===== src/hw/fwsb_pkg.sv =====
// Purpose: Constants for the flash status polling controller (host side).
// Assumes: 200 MHz clock; flash is an asynchronous parallel NOR part.
// Notes: Host registers are our own; the flash itself has no registers.

`default_nettype none
package fwsb_pkg;
  localparam int unsigned CLK_MHZ = 200;
  // Register indices of the host port
  localparam logic [3:0] REG_CTRL = 4'h0;
  localparam logic [3:0] REG_ADDR = 4'h1;
  localparam logic [3:0] REG_WDATA = 4'h2;
  localparam logic [3:0] REG_STATUS = 4'h3;
  localparam logic [3:0] REG_RDATA = 4'h4;
  localparam logic [3:0] REG_POLLS = 4'h5;
  // Control fields
  localparam int unsigned CTRL_CMD_LSB = 0;
  localparam int unsigned CTRL_GO_BIT = 4;
  localparam int unsigned CTRL_USE_POLL_BIT = 5;
  // Commands
  localparam logic [2:0] CMD_WRITE = 3'h0;
  localparam logic [2:0] CMD_READ = 3'h1;
  localparam logic [2:0] CMD_POLL = 3'h2;
  localparam logic [2:0] CMD_RESET = 3'h3;
  localparam logic [2:0] CMD_WINDOW = 3'h4;
  // Status fields
  localparam int unsigned ST_BUSY = 0;
  localparam int unsigned ST_DONE = 1;
  localparam int unsigned ST_FAIL = 2;
  localparam int unsigned ST_WINDOW = 3;
  localparam int unsigned ST_TIMEOUT = 4;
  // Flash data bit positions
  localparam int unsigned BIT_POLL = 7;
  localparam int unsigned BIT_TOGGLE_ONE = 6;
  localparam int unsigned BIT_LIMIT_FAIL = 5;
  localparam int unsigned BIT_ERASE_WINDOW = 3;
  localparam int unsigned BIT_TOGGLE_TWO = 2;
  localparam logic [7:0] RESET_CMD_DATA = 8'hf0;
  // Bus timing: 90 ns slowest access, 90 ns write pulse, 10 ns output hold for status reads
  localparam int unsigned T_ACC_NS = 90;
  localparam int unsigned T_WP_NS = 90;
  localparam int unsigned T_OEH_NS = 10;
  localparam logic [5:0] ACC_CYC = 6'((T_ACC_NS * CLK_MHZ + 999) / 1000 + 2);
  localparam logic [5:0] WP_CYC = 6'((T_WP_NS * CLK_MHZ + 999) / 1000);
  localparam logic [5:0] OEH_CYC = 6'((T_OEH_NS * CLK_MHZ + 999) / 1000);
  localparam logic [31:0] POLL_LIMIT_RST = 32'h00ff_ffff;
  typedef enum logic [2:0] {
    FWSB_IDLE = 3'b000, FWSB_SETUP = 3'b001, FWSB_STROBE = 3'b011,
    FWSB_HOLD = 3'b010, FWSB_EVAL = 3'b110
  } fwsb_state_e;
endpackage : fwsb_pkg
`default_nettype wire


===== src/hw/fwsb_sync.sv =====
// Purpose: Two-stage synchroniser for the flash data inputs.
// Assumes: Data pins are asynchronous to clock.
// Notes: First stage feeds only the second.
`timescale 1ns/1ps
`default_nettype none
module fwsb_sync (
  input wire logic clock,
  input wire logic clock_enable,
  input wire logic [7:0] d,
  output logic [7:0] q
);
  logic [7:0] meta_reg;
  always_ff @(posedge clock) begin
    if (clock_enable) begin
      meta_reg <= d;
      q <= meta_reg;
    end
  end
endmodule : fwsb_sync
`default_nettype wire


===== src/hw/fwsb_cmp.sv =====
// Purpose: Compares two status samples and judges toggle bit one or the poll bit.
// Assumes: The prev sample is the last read for toggle bit one, the byte written for the poll bit.
// Notes: Registered result, one cycle after load.
`timescale 1ns/1ps
`default_nettype none
module fwsb_cmp (
  input wire logic clock,
  input wire logic clock_enable,
  input wire logic load,
  input wire logic use_poll_bit,
  input wire logic [7:0] prev,
  input wire logic [7:0] curr,
  output logic toggling,
  output logic fail_seen
);
  always_ff @(posedge clock) begin
    if (clock_enable && load) begin
      toggling <= use_poll_bit ? (curr[fwsb_pkg::BIT_POLL] != prev[fwsb_pkg::BIT_POLL])
                               : (curr[fwsb_pkg::BIT_TOGGLE_ONE] != prev[fwsb_pkg::BIT_TOGGLE_ONE]);
      fail_seen <= curr[fwsb_pkg::BIT_LIMIT_FAIL];
    end
  end
endmodule : fwsb_cmp
`default_nettype wire


===== src/hw/fwsb_host.sv =====
// Purpose: Host controller that drives flash bus cycles and polls status.
// Assumes: Flash pins are active-low strobes plus a bidirectional data bus.
// Notes: Software starts one operation at a time through CTRL.
//
// The register offsets and the address-and-strobe port are this design's own decisions.
`timescale 1ns/1ps
`default_nettype none
module fwsb_host (
  input wire logic clock,
  input wire logic reset,
  input wire logic clock_enable,
  input wire logic [3:0] reg_addr,
  input wire logic [31:0] reg_wdata,
  input wire logic reg_write,
  input wire logic reg_read,
  output logic [31:0] reg_rdata,
  output logic [18:0] flash_addr,
  output logic flash_ce_n,
  output logic flash_oe_n,
  output logic flash_we_n,
  input wire logic [7:0] flash_dq_in,
  output logic [7:0] flash_dq_out,
  output logic flash_dq_oe
);
  // ****************************************
  // Host registers
  // ****************************************
  logic [18:0] addr_reg;
  logic [7:0] wdata_reg;
  logic [7:0] rdata_reg;
  logic [7:0] prev_reg;
  logic [2:0] cmd_reg;
  logic use_poll_reg;
  logic busy_reg;
  logic done_reg;
  logic fail_reg;
  logic window_reg;
  logic timeout_reg;
  logic [31:0] poll_limit_reg;
  logic [31:0] poll_count_reg;
  logic [5:0] cyc_reg;
  logic first_reg;
  logic recheck_reg;
  logic eval_wait_reg;
  fwsb_pkg::fwsb_state_e state_reg;
  logic [7:0] dq_sync;
  logic toggling;
  logic fail_seen;
  logic go;
  logic is_read;
  logic [7:0] cmp_ref;
  logic strobe_end;
  logic hold_end;
  logic single_end;
  logic eval_now;
  logic finish_fail;
  logic finish_tmo;
  logic op_end;

  assign go = reg_write && reg_addr == fwsb_pkg::REG_CTRL && reg_wdata[fwsb_pkg::CTRL_GO_BIT] && !busy_reg;
  assign is_read = cmd_reg != fwsb_pkg::CMD_WRITE && cmd_reg != fwsb_pkg::CMD_RESET;

  // ****************************************
  // Operation events
  // ****************************************
  assign strobe_end = state_reg == fwsb_pkg::FWSB_STROBE && cyc_reg == 6'h0;
  assign hold_end = state_reg == fwsb_pkg::FWSB_HOLD && cyc_reg == 6'h0;
  assign single_end = hold_end && cmd_reg != fwsb_pkg::CMD_POLL;
  assign eval_now = state_reg == fwsb_pkg::FWSB_EVAL && !eval_wait_reg;
  assign finish_fail = eval_now && toggling && recheck_reg;
  // Poll count only grows on evaluations, so an endless toggle without the fail bit ends in a timeout
  assign finish_tmo = eval_now && toggling && !recheck_reg && poll_count_reg >= poll_limit_reg;
  assign op_end = single_end || (eval_now && !toggling) || finish_fail || finish_tmo;
  // Data polling compares bit 7 with the byte written; toggle polling with the last read
  assign cmp_ref = use_poll_reg ? wdata_reg : prev_reg;

  function automatic logic [5:0] phase_len(input logic rd);
    phase_len = rd ? fwsb_pkg::ACC_CYC : fwsb_pkg::WP_CYC;
  endfunction : phase_len

  fwsb_sync u_sync (
    .clock(clock),
    .clock_enable(clock_enable),
    .d(flash_dq_in),
    .q(dq_sync)
  );

  fwsb_cmp u_cmp (
    .clock(clock),
    .clock_enable(clock_enable),
    .load(hold_end && !first_reg),
    .use_poll_bit(use_poll_reg),
    .prev(cmp_ref),
    .curr(rdata_reg),
    .toggling(toggling),
    .fail_seen(fail_seen)
  );

  // ****************************************
  // Register writes
  // ****************************************
  always_ff @(posedge clock) begin
    if (reset) begin
      addr_reg <= 19'h0;
      wdata_reg <= 8'h0;
      cmd_reg <= fwsb_pkg::CMD_WRITE;
      use_poll_reg <= 1'b0;
      poll_limit_reg <= fwsb_pkg::POLL_LIMIT_RST;
    end else if (clock_enable && reg_write && !busy_reg) begin
      case (reg_addr)
        fwsb_pkg::REG_ADDR: addr_reg <= reg_wdata[18:0];
        fwsb_pkg::REG_WDATA: wdata_reg <= reg_wdata[7:0];
        fwsb_pkg::REG_POLLS: poll_limit_reg <= reg_wdata;
        fwsb_pkg::REG_CTRL: begin
          cmd_reg <= reg_wdata[fwsb_pkg::CTRL_CMD_LSB +: 3];
          use_poll_reg <= reg_wdata[fwsb_pkg::CTRL_USE_POLL_BIT];
        end
        default: ;
      endcase
    end
  end

  // ****************************************
  // Register reads, data one cycle later
  // ****************************************
  always_ff @(posedge clock) begin
    if (reset) begin
      reg_rdata <= 32'h0;
    end else if (clock_enable) begin
      reg_rdata <= 32'h0;
      if (reg_read) begin
        case (reg_addr)
          fwsb_pkg::REG_CTRL: reg_rdata <= {26'h0, use_poll_reg, busy_reg, 1'b0, cmd_reg};
          fwsb_pkg::REG_ADDR: reg_rdata <= {13'h0, addr_reg};
          fwsb_pkg::REG_WDATA: reg_rdata <= {24'h0, wdata_reg};
          fwsb_pkg::REG_STATUS: reg_rdata <= {27'h0, timeout_reg, window_reg, fail_reg, done_reg, busy_reg};
          fwsb_pkg::REG_RDATA: reg_rdata <= {24'h0, rdata_reg};
          fwsb_pkg::REG_POLLS: reg_rdata <= poll_limit_reg;
          default: reg_rdata <= 32'h0;
        endcase
      end
    end
  end

  // ****************************************
  // Bus cycle sequencer
  // ****************************************
  always_ff @(posedge clock) begin
    if (reset) begin
      state_reg <= fwsb_pkg::FWSB_IDLE;
      cyc_reg <= 6'h0;
      first_reg <= 1'b1;
      recheck_reg <= 1'b0;
      eval_wait_reg <= 1'b0;
      poll_count_reg <= 32'h0;
    end else if (clock_enable) begin
      case (state_reg)
        fwsb_pkg::FWSB_IDLE: begin
          if (go) begin
            first_reg <= 1'b1;
            recheck_reg <= 1'b0;
            poll_count_reg <= 32'h0;
            state_reg <= fwsb_pkg::FWSB_SETUP;
          end
        end
        fwsb_pkg::FWSB_SETUP: begin
          cyc_reg <= phase_len(is_read);
          state_reg <= fwsb_pkg::FWSB_STROBE;
        end
        fwsb_pkg::FWSB_STROBE: begin
          if (cyc_reg != 6'h0) begin
            cyc_reg <= cyc_reg - 6'h1;
          end else begin
            cyc_reg <= fwsb_pkg::OEH_CYC;
            state_reg <= fwsb_pkg::FWSB_HOLD;
          end
        end
        fwsb_pkg::FWSB_HOLD: begin
          if (cyc_reg != 6'h0) begin
            cyc_reg <= cyc_reg - 6'h1;
          end else if (single_end) begin
            state_reg <= fwsb_pkg::FWSB_IDLE;
          end else if (first_reg) begin
            first_reg <= 1'b0;
            state_reg <= fwsb_pkg::FWSB_SETUP;
          end else begin
            // Compare result is registered, so give it one cycle
            eval_wait_reg <= 1'b1;
            state_reg <= fwsb_pkg::FWSB_EVAL;
          end
        end
        fwsb_pkg::FWSB_EVAL: begin
          eval_wait_reg <= 1'b0;
          if (eval_now) begin
            poll_count_reg <= poll_count_reg + 32'h1;
            if (op_end) begin
              state_reg <= fwsb_pkg::FWSB_IDLE;
            end else begin
              recheck_reg <= fail_seen;
              state_reg <= fwsb_pkg::FWSB_SETUP;
            end
          end
        end
        default: state_reg <= fwsb_pkg::FWSB_IDLE;
      endcase
    end
  end

  // ****************************************
  // Flash pins
  // ****************************************
  always_ff @(posedge clock) begin
    if (reset) begin
      flash_addr <= 19'h0;
      flash_ce_n <= 1'b1;
      flash_oe_n <= 1'b1;
      flash_we_n <= 1'b1;
      flash_dq_out <= 8'h0;
      flash_dq_oe <= 1'b0;
    end else if (clock_enable) begin
      if (state_reg == fwsb_pkg::FWSB_SETUP) begin
        flash_addr <= addr_reg;
        flash_dq_out <= (cmd_reg == fwsb_pkg::CMD_RESET) ? fwsb_pkg::RESET_CMD_DATA : wdata_reg;
        flash_dq_oe <= !is_read;
        flash_ce_n <= 1'b0;
        flash_oe_n <= !is_read;
        flash_we_n <= is_read;
      end else if (strobe_end) begin
        // Each read ends with OE and CE rising so the flash sees a whole cycle
        flash_ce_n <= 1'b1;
        flash_oe_n <= 1'b1;
        flash_we_n <= 1'b1;
      end else if (state_reg == fwsb_pkg::FWSB_HOLD) begin
        // Write data stays on the bus one cycle past the strobe for hold time
        flash_dq_oe <= 1'b0;
      end
    end
  end

  // ****************************************
  // Read data capture
  // ****************************************
  always_ff @(posedge clock) begin
    if (reset) begin
      rdata_reg <= 8'h0;
      prev_reg <= 8'h0;
    end else if (clock_enable && strobe_end) begin
      prev_reg <= rdata_reg;
      if (is_read) begin
        rdata_reg <= dq_sync;
      end
    end
  end

  // ****************************************
  // Status flags
  // ****************************************
  always_ff @(posedge clock) begin
    if (reset) begin
      busy_reg <= 1'b0;
      done_reg <= 1'b0;
      fail_reg <= 1'b0;
      window_reg <= 1'b0;
      timeout_reg <= 1'b0;
    end else if (clock_enable) begin
      // Start and end never meet: go needs idle, op_end needs a running operation
      if (go) begin
        busy_reg <= 1'b1;
        done_reg <= 1'b0;
        fail_reg <= 1'b0;
        timeout_reg <= 1'b0;
      end
      if (op_end) begin
        busy_reg <= 1'b0;
        done_reg <= 1'b1;
      end
      if (finish_fail) begin
        fail_reg <= 1'b1;
      end
      if (finish_tmo) begin
        timeout_reg <= 1'b1;
      end
      if (single_end || eval_now) begin
        window_reg <= rdata_reg[fwsb_pkg::BIT_ERASE_WINDOW];
      end
    end
  end
endmodule : fwsb_host
`default_nettype wire


===== config.mk =====
export PLATFORM = sky130hd
export DESIGN_NAME = fwsb_host
export DESIGN_NICKNAME = d
export VERILOG_FILES = /design/src/hw/fwsb_pkg.sv /design/src/hw/fwsb_sync.sv /design/src/hw/fwsb_cmp.sv /design/src/hw/fwsb_host.sv
export SDC_FILE = /design/constraint.sdc
export NUM_CORES = 1
export LEC_CHECK = 0
export BUFFER_PORTS_ARGS = -buffer_cell sky130_fd_sc_hd__buf_4
export CELL_PAD_IN_SITES_DETAIL_PLACEMENT = 0
export CELL_PAD_IN_SITES_GLOBAL_PLACEMENT = 2
export CORE_MARGIN = 2
export CORE_UTILIZATION = 36
export CTS_BUF_LIST = sky130_fd_sc_hd__clkbuf_4 sky130_fd_sc_hd__clkbuf_8
export CTS_CLUSTER_DIAMETER = 80
export CTS_CLUSTER_SIZE = 40
export DETAILED_ROUTE_END_ITERATION = 10
export GPL_TIMING_DRIVEN = 1
export HOLD_SLACK_MARGIN = 0.03
export PLACE_DENSITY = 0.87
export SLEW_MARGIN = 20
export SYNTH_ARGS = -nofsm -noshare
export SYNTH_HDL_FRONTEND = slang
export SYNTH_SLANG_ARGS = --single-unit

===== constraint.sdc =====
create_clock -name clock -period 2.7 [get_ports clock]
set_clock_uncertainty 0.15 [all_clocks]
set_input_delay 0.54 -clock clock [delete_from_list [all_inputs] [get_ports clock]]
set_output_delay 0.54 -clock clock [all_outputs]
set_load 0.01 [all_outputs]

==> results.json <==
{
  "outcome": "finished clean",
  "synth_area_sq_mm": 0.008907,
  "die_w_um": 161.3,
  "setup_viol": 0,
  "wl_um": 23360,
  "cts-buffers-inserted": 13,
  "yosysSeqAreaShare_pct": 47.42,
  "hold_violations": 0,
  "cp_max_fo": 4,
  "dpl_cell_area_sq_mm": 0.01027,
  "fin_util_pct": 43.98,
  "via_per_inst": 5.014,
  "clk_latency_ps": 510,
  "rsz0062_at_grt": "yes",
  "syn_nets": 1106,
  "htreeDepth": 1,
  "synth.most_common_cell": "dfxtp_1",
  "grt_max_degree": 75,
  "synthTopCellsByArea": "dfxtp_1 (41%), edfxtp_1 (6.1%), a21oi_1 (6.0%)",
  "ir_drop_v": 0.0002891,
  "clkSlewWorstSetupHoldPaths_ps": 160,
  "synth-edff-count": 18,
  "synth.avg_cell_area_sq_um": 8.707,
  "gp_congestion": 0.8295,
  "wl_per_cell_um": 15.88,
  "synth_top_area_share_pct": 41.35,
  "clock_path_buffers": 3,
  "yosysUniqueCellTypes": 63,
  "synth_cells": 1023,
  "pin_count": 112,
  "post-route-min-period_ps": 2570,
  "die_area_sq_mm": 0.02602,
  "diodes": 0,
  "crit_required_ps": 2980,
  "syn2layout_area_growth_pct": 20.09,
  "cts_root_buf": "clkbuf_8",
  "drc": 0,
  "drive_gt1_share_pct": 17.09,
  "maxSlewHeadroom_pct": 52.64,
  "power_density_mw_per_mm2": 473.3,
  "grt_usage_pct": 17.96,
  "ys.flop_type": "dfxtp_1",
  "antenna_found_initial": 0,
  "finalNetCount": 1224,
  "async_flop_share_pct": 0,
  "fin_crit_sh_pct": 95.20,
  "gr-total-overflow": 0,
  "synth_largest_area_cell": "dfxtp_1",
  "crit_path_start_kind": "flop",
  "final-max-slew-violation-count": 0,
  "clock_sinks": 202,
  "core_area_sq_mm": 0.02432,
  "cp-end-kind": "flop",
  "critPathArrivalTime_ps": 2850,
  "initial_utilization_pct": 36.63,
  "p_leak_uw": 0.004183,
  "p_total_uw": 5063,
  "fmax_ghz": 0.3890,
  "cts_tree": "built",
  "port_buffers": 111,
  "ys.warnings.count": 0,
  "drt_iter0_markers": 567,
  "drt_first_pass_iters": 5,
  "fp.dieH_um": 161.3,
  "max_cap_viol_count": 0,
  "vias": 7375,
  "netlist_top_cells_count": "dfxtp_1 (184), nand2_1 (142), nor2_1 (131)",
  "ant_nets": 0,
  "fin_area_sq_mm": 0.01070,
  "critical_path_class": "reg -> reg",
  "hold_path.class": "in -> reg",
  "synth_seq_cells": 202,
  "worst_pin_slew_ps": 710.4,
  "num_rows": 57,
  "grt_pass1_wl_um": 38560,
  "dp_hpwl_um": 16970,
  "grt_pass1_vias": 7240
}
-- critical path: stages (launching register included) --
cell,delay [ps]
dfxtp_2,350
inv_1,60
ha_1,260
nand2b_1,180
a2111oi_4,290
a2111oi_1,80
a2111oi_1,480
buf_4,200
o211ai_1,160
a32o_1,300
-- cells by family after synthesis --
kind of cell             Yosys count  share of synthesized area [%]
AO/OA/AOI/OAI                    230                          16.83
XOR/XNOR                          33                          3.245
adder cells (fa/ha/maj)           34                          4.776
buffers and inverters            101                          4.495
flip-flops                       202                          47.42
multiplexers                      20                          2.318
AND/OR/NAND/NOR                  403                          20.92
-- final timing paths --
kind / from / to / slack [ps] / cells past startpoint
setup / recovery: poll_count_reg[0] / timeout_reg / 130 / 9
hold reg to reg: u_sync.meta_reg[6] / u_sync.q[6] / 280 / 0
hold / removal: reg_wdata[19] / poll_limit_reg[19] / 70 / 2
setup reg to reg: poll_count_reg[0] / timeout_reg / 130 / 9
-- area by class of cell --
class                      instances  area [sq um]
fill                            2469         13620
multi-input combinational        720          4335
sequential                       202          4228
timing repair buffer             158          1244
tap                              324         405.4
clock buffer                      13         178.9
inverter                          46         172.7
clock inverter                     8         132.6
-- where the power goes --
| group | leakage [uW] | switching (uW) | internal [uW] |
|---|---|---|---|
| logic | 0.00237 | 161 | 113 |
| registers | 0.00166 | 13.5 | 3060 |
| clock network | 0.000153 | 1100 | 623 |
| total | 0.00418 | 1270 | 3790 |
-- metal layers --
| layer | wire, um | global-route usage, % | vias to the layer above |
|---|---|---|---|
| li1 | - | - | 3809 |
| met1 | 11530 | 26.10 | 3399 |
| met2 | 10490 | 28.97 | 146 |
| met3 | 997 | 2.311 | 21 |
| met4 | 340 | 3.084 | 0 |
| met5 | 0 | 0 | - |
-- cell usage in the layout, fill, tap and decap left out, types with 4 or more instances in the layout --
cell	n
mux2i_1	15
dlygate4sd3_1	8
or3_1	7
a222oi_1	5
and3_1	6
mux2_2	5
a21oi_1	107
nand3_1	25
a21o_1	4
o21ai_0	19
inv_1	46
a211o_1	28
nand2b_1	6
buf_4	147
nand4_1	13
xor2_1	13
ha_1	34
clkbuf_8	13
dfxtp_1	181
a211oi_1	5
edfxtp_1	18
nor2b_1	7
and2_1	4
xnor2_1	20
nand2_1	142
nor2_1	130
nor3_1	24
a22oi_1	36
and4_1	7
nor4_1	7
-- stage by stage --
stage	std cells	setup TNS, ps	hold WS, ps	setup WS [ps]
floorplan	1023	0	250.3	306.2
global placement	1441	-46.25	252.3	-46.25
detailed placement	1441	-82.73	256.2	-82.73
CTS	1470	0	53.26	64.65
global route	1471	-6.826	44.33	-6.826
finish	1471	0	73.36	129.6
-- repair_timing --
action,CTS,global route
endpoints found under the setup margin,3,4
setup buffers,0,1
endpoints found under the hold margin,8,0
gates resized for setup,1,8
hold buffers,8,0
pin swaps,1,4
(Power assumes the default switching activity.)
